<file path="config.mk">
export PLATFORM = sky130hd
export DESIGN_NAME = mcw_config_wake
export DESIGN_NICKNAME = d
export VERILOG_FILES = /design/src/rtl/mcw_pkg.sv /design/src/rtl/mcw_change_det.sv /design/src/rtl/mcw_config_wake.sv
export VERILOG_INCLUDE_DIRS = /design/src /design/src/rtl
export SDC_FILE = /design/constraint.sdc
export NUM_CORES = 1
export LEC_CHECK = 0
export BUFFER_PORTS_ARGS = -buffer_cell sky130_fd_sc_hd__clkbuf_2
export CELL_PAD_IN_SITES_DETAIL_PLACEMENT = 0
export CELL_PAD_IN_SITES_GLOBAL_PLACEMENT = 1
export CORE_MARGIN = 4
export CORE_UTILIZATION = 24
export CTS_CLUSTER_SIZE = 16
export DETAILED_ROUTE_END_ITERATION = 7
export GPL_ROUTABILITY_DRIVEN = 1
export PLACE_DENSITY = 0.64
export SLEW_MARGIN = 5
export SYNTH_ARGS = -nofsm -noshare
export SYNTH_HDL_FRONTEND = slang
export SYNTH_SLANG_ARGS = --single-unit
</file>
<file path="constraint.sdc">
create_clock -name core_clk -period 1.65 [get_ports core_clk]
set_input_delay 0.0825 -clock core_clk [delete_from_list [all_inputs] [get_ports core_clk]]
set_output_delay 0.0825 -clock core_clk [all_outputs]
set_load 0.01 [all_outputs]
</file>
<file path="src/rtl/mcw_map.svh">
// register offset, bit positions and reset values of the configuration block
`ifndef MCW_MAP_SVH
`define MCW_MAP_SVH
`define MCW_CFG_ADDR 8'hFC
`define MCW_CFG_RESET 8'h00
`define MCW_CFG_WMASK 8'h3D
`define MCW_BIT_APP 0
`define MCW_BIT_EN_LO 2
`define MCW_BIT_EN_HI 5
`define MCW_NUM_SRC 4
`endif

</file>
<file path="src/rtl/mcw_pkg.sv">
// types shared by the configuration and wake detect block
package mcw_pkg;
	typedef logic [7:0] mcw_byte_t;
	typedef logic [3:0] mcw_src_t;
endpackage

</file>
<file path="src/rtl/mcw_change_det.sv">
// one source: pin synchroniser and status change detector
`timescale 1ns/1ps
module mcw_change_det (
	input wire logic core_clk,
	input wire logic reset,
	input wire logic pin,
	output logic change
);
	logic meta_q;
	logic meta_d;
	logic sync_q;
	logic sync_d;
	logic last_q;
	logic last_d;
	logic [2:0] fill_q;
	logic [2:0] fill_d;

	// two flops, then compare against previous level
	always_comb begin
		meta_d = pin;
		sync_d = meta_q;
		last_d = sync_q;
		fill_d = {fill_q[1:0], 1'b1};
	end

	always_ff @(posedge core_clk or posedge reset) begin
		if (reset) begin
			meta_q <= 1'b0;
			sync_q <= 1'b0;
			last_q <= 1'b0;
			fill_q <= 3'h0;
		end else begin
			meta_q <= meta_d;
			sync_q <= sync_d;
			last_q <= last_d;
			fill_q <= fill_d;
		end
	end

	// silent until last_q holds a real sample: a pin idling high
	// must not look like an edge right after reset
	assign change = (sync_q ^ last_q) & fill_q[2];
endmodule

</file>
<file path="src/rtl/mcw_config_wake.sv">
// configuration register with status change wake detection
`timescale 1ns/1ps
`include "mcw_map.svh"
// Summary of operation
// - bit 0 shows boot (0) or downloaded firmware (1) context.
// - wake interrupt when wake clock mask set and enabled pin changes.
// - the pin causing the wake is recorded as wake reason.
// - bits 5..2 enable pins a, b, card detect one, two.
// - power-up or watchdog reset clears the whole register.
// - usb reset leaves the register untouched.
module mcw_config_wake #(
	parameter int NUM_SRC = `MCW_NUM_SRC
) (
	input wire logic core_clk,
	input wire logic reset,
	input wire logic watchdog_timer_reset,
	input wire logic usb_reset,
	input wire logic sfr_wr,
	input wire logic sfr_rd,
	input wire logic [7:0] sfr_addr,
	input wire logic [7:0] sfr_wdata,
	output logic [7:0] sfr_rdata,
	output logic sfr_rvalid,
	input wire logic wake_clock_mask,
	input wire logic port_pin_a,
	input wire logic port_pin_b,
	input wire logic card_detect_one_pin_n,
	input wire logic card_detect_two_pin_n,
	output logic application_mode_flag,
	output logic wake_irq,
	output logic [3:0] wake_reason,
	output logic wake_reason_valid
);
	// source vectors are four bits wide; refuse any other count
	if (NUM_SRC != `MCW_NUM_SRC) begin : g_bad_num_src
		$error("mcw_config_wake: NUM_SRC must be 4");
	end

	mcw_pkg::mcw_byte_t cfg_q;
	mcw_pkg::mcw_byte_t cfg_d;
	mcw_pkg::mcw_byte_t rdata_q;
	mcw_pkg::mcw_byte_t rdata_d;
	logic rvalid_q;
	logic rvalid_d;
	logic irq_q;
	logic irq_d;
	mcw_pkg::mcw_src_t reason_q;
	mcw_pkg::mcw_src_t reason_d;
	logic rvld_q;
	logic rvld_d;
	mcw_pkg::mcw_src_t change;
	mcw_pkg::mcw_src_t pins;
	mcw_pkg::mcw_src_t enables;
	mcw_pkg::mcw_src_t hit;
	logic sel;

	assign pins = {card_detect_two_pin_n, card_detect_one_pin_n,
		port_pin_b, port_pin_a};

	// one detector per source
	genvar gi;
	generate
		for (gi = 0; gi < NUM_SRC; gi++) begin : g_src
			mcw_change_det u_det (
				.core_clk(core_clk),
				.reset(reset),
				.pin(pins[gi]),
				.change(change[gi])
			);
		end
	endgenerate

	assign sel = (sfr_addr == `MCW_CFG_ADDR);
	assign enables = cfg_q[`MCW_BIT_EN_HI:`MCW_BIT_EN_LO];
	assign hit = change & enables & {4{wake_clock_mask}};

	// register write, watchdog clear; usb reset has no effect
	always_comb begin
		cfg_d = cfg_q;
		if (watchdog_timer_reset)
			cfg_d = `MCW_CFG_RESET;
		else if (sfr_wr && sel)
			cfg_d = sfr_wdata & `MCW_CFG_WMASK;
	end

	// configuration flops; usb_reset is deliberately never read here
	always_ff @(posedge core_clk or posedge reset) begin
		if (reset) begin
			cfg_q <= `MCW_CFG_RESET;
		end else begin
			cfg_q <= cfg_d;
		end
	end

	// read port, reserved bits zero, other addresses read zero
	always_comb begin
		rdata_d = 8'h00;
		if (sfr_rd && sel) begin
			rdata_d = cfg_q;
		end
		rvalid_d = sfr_rd;
	end

	// read data and valid stand for one cycle after the strobe
	always_ff @(posedge core_clk or posedge reset) begin
		if (reset) begin
			rdata_q <= 8'h00;
			rvalid_q <= 1'b0;
		end else begin
			rdata_q <= rdata_d;
			rvalid_q <= rvalid_d;
		end
	end

	// wake pulse and reason capture; a watchdog reset drops a pending
	// wake so that no pulse ever comes out with a cleared reason
	always_comb begin
		irq_d = (|hit) && !watchdog_timer_reset;
		reason_d = reason_q;
		rvld_d = rvld_q;
		if (watchdog_timer_reset) begin
			reason_d = 4'h0;
			rvld_d = 1'b0;
		end else if (|hit) begin
			reason_d = hit;
			rvld_d = 1'b1;
		end
	end

	// wake flops
	always_ff @(posedge core_clk or posedge reset) begin
		if (reset) begin
			irq_q <= 1'b0;
			reason_q <= 4'h0;
			rvld_q <= 1'b0;
		end else begin
			irq_q <= irq_d;
			reason_q <= reason_d;
			rvld_q <= rvld_d;
		end
	end

	// every output straight from a flop
	assign sfr_rdata = rdata_q;
	assign sfr_rvalid = rvalid_q;
	assign application_mode_flag = cfg_q[`MCW_BIT_APP];
	assign wake_irq = irq_q;
	assign wake_reason = reason_q;
	assign wake_reason_valid = rvld_q;

	// register contents
	reserved_zero_a: assert property (@(posedge core_clk)
		disable iff (reset) (cfg_q & ~`MCW_CFG_WMASK) == 8'h00)
		else $error("reserved bit set");
	wdt_clears_a: assert property (@(posedge core_clk)
		disable iff (reset) watchdog_timer_reset |=> cfg_q == 8'h00)
		else $error("watchdog did not clear");
	usb_keeps_a: assert property (@(posedge core_clk)
		disable iff (reset) usb_reset && !watchdog_timer_reset &&
		!(sfr_wr && sel) |=> $stable(cfg_q))
		else $error("usb reset changed register");
	app_flag_a: assert property (@(posedge core_clk)
		disable iff (reset) sfr_wr && sel && !watchdog_timer_reset |=>
		application_mode_flag == $past(sfr_wdata[0]))
		else $error("flag not written");
	enable_wr_a: assert property (@(posedge core_clk)
		disable iff (reset) sfr_wr && sel && !watchdog_timer_reset |=>
		enables == $past(sfr_wdata[5:2]))
		else $error("enables not written");

	// read path
	rd_value_a: assert property (@(posedge core_clk)
		disable iff (reset) sfr_rd && sel |=> sfr_rdata == $past(cfg_q))
		else $error("read data wrong");
	rd_other_a: assert property (@(posedge core_clk)
		disable iff (reset) sfr_rd && !sel |=> sfr_rdata == 8'h00)
		else $error("other address read not zero");
	rvalid_hi_a: assert property (@(posedge core_clk)
		disable iff (reset) sfr_rd |=> sfr_rvalid)
		else $error("read valid missing");
	rvalid_lo_a: assert property (@(posedge core_clk)
		disable iff (reset) !sfr_rd |=> !sfr_rvalid)
		else $error("read valid without read");

	// wake path
	wake_fires_a: assert property (@(posedge core_clk)
		disable iff (reset) (|(change & enables)) && wake_clock_mask &&
		!watchdog_timer_reset |=> wake_irq)
		else $error("wake missed");
	wake_gated_a: assert property (@(posedge core_clk)
		disable iff (reset) !wake_clock_mask |=> !wake_irq)
		else $error("wake without mask");
	wake_blocked_a: assert property (@(posedge core_clk)
		disable iff (reset) (change & enables) == 4'h0 |=> !wake_irq)
		else $error("wake from disabled source");
	reason_log_a: assert property (@(posedge core_clk)
		disable iff (reset) wake_irq |-> wake_reason != 4'h0 &&
		(wake_reason & ~$past(enables)) == 4'h0 && wake_reason_valid)
		else $error("bad reason");
	reason_hold_a: assert property (@(posedge core_clk)
		disable iff (reset) !wake_clock_mask && !watchdog_timer_reset |=>
		$stable(wake_reason))
		else $error("reason changed without wake");
	reason_sticky_a: assert property (@(posedge core_clk)
		disable iff (reset) wake_reason_valid && !watchdog_timer_reset |=>
		wake_reason_valid)
		else $error("reason valid dropped");
	wdt_reason_a: assert property (@(posedge core_clk)
		disable iff (reset) watchdog_timer_reset |=>
		!wake_reason_valid && !wake_irq && wake_reason == 4'h0)
		else $error("watchdog left a wake");

	// main scenarios
	cover_wake_c: cover property (@(posedge core_clk) wake_irq);
	cover_cd_both_c: cover property (@(posedge core_clk)
		cfg_q[5:4] == 2'b11 && wake_irq);
	cover_usb_c: cover property (@(posedge core_clk)
		usb_reset && cfg_q[0]);
	cover_wdt_c: cover property (@(posedge core_clk)
		watchdog_timer_reset && cfg_q != 8'h00);
	cover_rd_c: cover property (@(posedge core_clk)
		sfr_rvalid && sfr_rdata[0]);
endmodule

</file>
# Word level (Yosys, flattened, before mapping)
# Cells that the tools add are included.
# classes
add_sub_neg	0
mul	0
div_mod_pow	0
order_cmp	0
n_eq_ne	1
n_shift	0
mux	7
bitwise	10
reduce_logical	7
# ops
cell	n
$mux W8	3
$and A4 B4 Y4	2
$eq A8 B8 Y1 const B	1
$mux W4	2
$and A1 B1 Y1	4
$reduce_bool A2 Y1	2
$reduce_or A4 Y1	1
$xor A1 B1 Y1	4
$logic_and A1 B1 Y1	3
$mux W1	2
$logic_not A1 Y1	1
# word_totals
ff_bits	47
latchBits	0
ram_bits	0
rom_bits	0
out_inout_bits	16
word_cells	47
memories	0

# Logic depth before layout (Yosys ltp)
# logic_depth
word_depth	7
ltp_mapped	5

# Cells and area by module
# A second synthesis with hierarchy kept.
# unflattened
cells_unflattened	109
hier_area_um2	1495.2
# modules_own_cells
module	instances	cells_per_inst	area_each_um2
mcw_config_wake	1	69	804.5
mcw_change_det	4	10	172.7

# Worst setup path after synthesis
# No wires, ideal clock.
# synth_path
kind	flip-flop to flip-flop
start	reg g_src[0].u_det.fill_q[2]
end	reg rvld_q (netlist: wake_reason_valid)
setup_time_ns	0.136
arrival_time_ns	1.027
t_required_ns	1.514
slack_ns	0.486
stages_incl_launch_ff	5
path_buffers	0
period_less_slack_ns	1.164
cell_sequence	dfrtp_1 and3_1 a22oi_1 and3_1 a21oi_1
# synth_via
elab_chain_len	5
# synth_rtl
element	line	rtl
start: declaration	mcw_change_det.sv:15	logic [2:0] fill_q;
start signal: assignment	mcw_change_det.sv:36	fill_q <= fill_d;
$and A1 B1 Y1	mcw_change_det.sv:42	assign change = (sync_q ^ last_q) & fill_q[2];
$and A4 B4 Y4 (2 in a row)	mcw_config_wake.sv:75	assign hit = change & enables & {4{wake_clock_mask}};
$reduce_or A4 Y1	mcw_config_wake.sv:124	end else if (|hit) begin
$reduce_bool A2 Y1 (no source line)	n/a	
end signal: assignment	mcw_config_wake.sv:139	rvld_q <= rvld_d;
end: declaration	mcw_config_wake.sv:49	logic rvld_q;
# Every way passes these cells.
# A chain may end at the register's enable or synchronous reset.

# Final worst setup path
# layout_path
start	reg cfg_q[3]
end	reg rvld_q (netlist: wake_reason_valid)
# layout_via
elab_chain_len	4
# layout_rtl
element	line	rtl
start: declaration	mcw_config_wake.sv:39	mcw_pkg::mcw_byte_t cfg_q;
start signal: assignment	mcw_config_wake.sv:89	cfg_q <= `MCW_CFG_RESET;
start signal: assignment	mcw_config_wake.sv:91	cfg_q <= cfg_d;
$and A4 B4 Y4 (2 in a row)	mcw_config_wake.sv:75	
$reduce_or A4 Y1	mcw_config_wake.sv:124	
$reduce_bool A2 Y1 (no source line)	n/a	
# Every way passes these cells.

==> impl_metrics.csv <==
group,metric,value,unit
yosys,synth_edf_count,0,
clocking,cts_tree,"done",
worst_setup_path,cp.arrival,1.46,ns
timing,post-route-period-util,79.3,%
yosys,yosys-mux-area-fraction,4.47,%
yosys,netlist_area,1120,sq um
die,initial_core_util,25.2,%
pwr,power.density,964,nW/um^2
detailed_routing,drc,0,
clocking,h-tree-depth,2,
yosys,syn_inst,84,
final_layout,multiInputGateArea,278,sq um
worst_setup_path,cp-start-kind,"flop",
yosys,synth_top_area_share,71.5,%
pwr,p_leak,0.794,nW
grt,groute.usage.overall,8.16,%
worst_setup_path,crit_fanout,3,
clocking,path_clk_slew,0.06,ns
place,hpwlAfterDp,1590,um
job,cap_viol_max_count,0,
detailed_routing,post_drt_wl_per_cell,11.7,um
timing,clock.fmax,764,MHz
final_layout,drive_gt1_share,32.3,%
worst_setup_path,end_kind,"flop",
detailed_routing,vias,766,
yosys,synthAdderAreaFrac,0,%
yosys,yosysSeqAreaShare,71.5,%
timing,rsz0062_at_grt,"no",
final_layout,num_antenna_cells,0,
clocking,postCtsSetupBuffers,0,
detailed_routing,viasPerCell,4.21,
yosys,synth_cell_type_count,17,
timing,finClkSkew,0.00231,ns
yosys,ys_warn_count,0,
timing,worst_pin_slew,0.569,ns
die,fp.coreArea,4440,sq um
clocking,clk_latency,0.27,ns
place,finalWeightedCongestion,0.745,
place,post-place-ws,0.298,ns
worst_setup_path,crit_type,"reg2reg",
final_layout,final_util,33.2,%
clocking,cts_sinks,32,
yosys,yosys.area.top_type,"dfrtp_1",
timing,setup-tns-final,0,ns
worst_setup_path,cp_data_required_time,1.80,ns
clocking,cts_buffers,5,
yosys,ys_seq_elements,32,
grt,grt_pass1_wl,3730,um
place,portBuffers,35,
yosys,synth_ff_type,"dfrtp_1",
clocking,cts-root-buf,"clkbuf_8",
timing,slew_headroom,61.7,%
final_layout,syn_to_final_growth,31.7,%
final_layout,nNetsFinal,157,
timing,hold_violations,0,
final_layout,register_area,801,sq um
clocking,clockBufferDepth,2,
die,num_rows,24,
yosys,synthTopCellsByCount,"dfrtp_1, and3_1, nor2_1",
yosys,synth_most_common_cell,"dfrtp_1",
final_layout,fill_cells,451,
hold_path,hold_path.class,"in2reg",
grt,grt_pass1_vias,764,
yosys,synth_top_family_by_area,"simple AND/OR/NAND/NOR gates",
timing,fin_ws,0.341,ns
pwr,ir_drop,0.518,mV
die,ioPinCount,43,
grt,antenna_found_initial,0,
outcome,status,"completed",
timing,finalSetupViolCount,0,
die,dieArea,5820,sq um
yosys,synth_compound_area_share,2.91,%
die,die_w,76.3,um
worst_setup_path,r2r_slack,0.34,ns
detailed_routing,drt_iter0_markers,42,
timing,slew_viol_final,0,
yosys,synthArstFlopShare,100,%
yosys,synth_area_leaders,"dfrtp_1, and3_1, mux2i_1",
yosys,synthXorXnorAreaFrac,3.13,%
detailed_routing,drtAntennaViolNets,0,
die,die_y,76.3,um
yosys,syn_avg_cell_area,13.3,sq um
grt,grt_overflow,0,
grt,grt_max_degree,33,
yosys,synth_simple_gate_area_share,13.0,%
detailed_routing,wirelength,2130,um
timing,min_period,1.31,ns
detailed_routing,firstDrtPassIters,4,
## timing repair
item / in CTS / in global routing
hold buffers: 6 / 0
endpoints found under the hold margin: 37 / 0
gates resized for setup: 0 / 0
## sequential cells by signal (all words and copies together), names as in the netlist
| name | cells |
|---|---|
| cfg_q | 5 |
| sfr_rdata | 5 |
| g_src.u_det.last_d | 4 |
| g_src.u_det.last_q | 4 |
| g_src.u_det.meta_q | 4 |
| wake_reason | 4 |
| g_src.u_det.fill_q | 3 |
| sfr_rvalid | 1 |
| wake_irq | 1 |
| wake_reason_valid | 1 |
## where the power goes
part | switching [W] | internal, W
Sequential | 0.00000817 | 0.000805
Combinational | 0.0000393 | 0.0000361
Clock | 0.000248 | 0.000286
Total | 0.000295 | 0.00113
## layout by cell type (no fill, tap or decap), drive strengths merged, types with 2 or more instances in the layout
master / count
dfrtp: 32
nor2: 7
nand2: 3
nand3: 2
clkbuf: 41
mux2i: 5
a21oi: 5
inv: 3
xor2: 4
dlygate4sd3: 6
nand4: 5
conb: 4
and3: 8
## cell families after synthesis
group	after synthesis
flops	32
simple gates	27
other cells	2
mux	5
xor+xnor	4
compound gates	6
buf+inv	8
## through the flow
step | instances | hold WS, ns | total power, W | area, sq um
finish | 182 | 0.0576 | 0.00142 | 1480
global route | 182 | 0.0642 | 0.00150 | 1480
CTS | 182 | 0.0482 | 0.00145 | 1480
detailed placement | 169 | 0.163 | 0.000894 | 1340
global placement | 169 | 0.158 | 0.000891 | 1340
floorplan | 86 | 0.114 | 0.000860 | 1130
## layer usage
metal | part of all wire, % | global-route usage, %
met1 | 40 | 9.11
met2 | 49 | 12.1
met3 | 9.2 | 5.20
met4 | 1.8 | 3.80
met5 | 0 | 0
## critical path: stages, from the launching register on
cell     delay [ns]
dfrtp_1        0.40
and3_1         0.20
a22oi_1        0.29
and3_1         0.23
a21oi_1        0.07
## layout make-up
cell class                      instances  share of cell area [%]
Sequential cell                        32                    54.3
Clock buffer                            6                    4.92
Tap cell                               52                    4.41
Clock inverter                          1                   0.339
Timing Repair Buffer                   42                    16.5
Inverter                                3                   0.763
Multi-Input combinational cell         46                    18.8
## path summary, 6_finish.rpt
kind | from | endpoint | cells after the start
hold / removal | sfr_wdata[4] | cfg_q[4] | 3
setup / recovery | cfg_q[3] | wake_reason_valid | 4
max in group asynchronous | reset | wake_irq | 4
min in group asynchronous | reset | g_src[3].u_det.meta_q | 4
hold reg to reg | g_src[0].u_det.fill_q[1] | g_src[0].u_det.fill_q[2] | 0
setup reg to reg | cfg_q[3] | wake_reason_valid | 4
No activity file was read; power rests on OpenSTA's default activity.
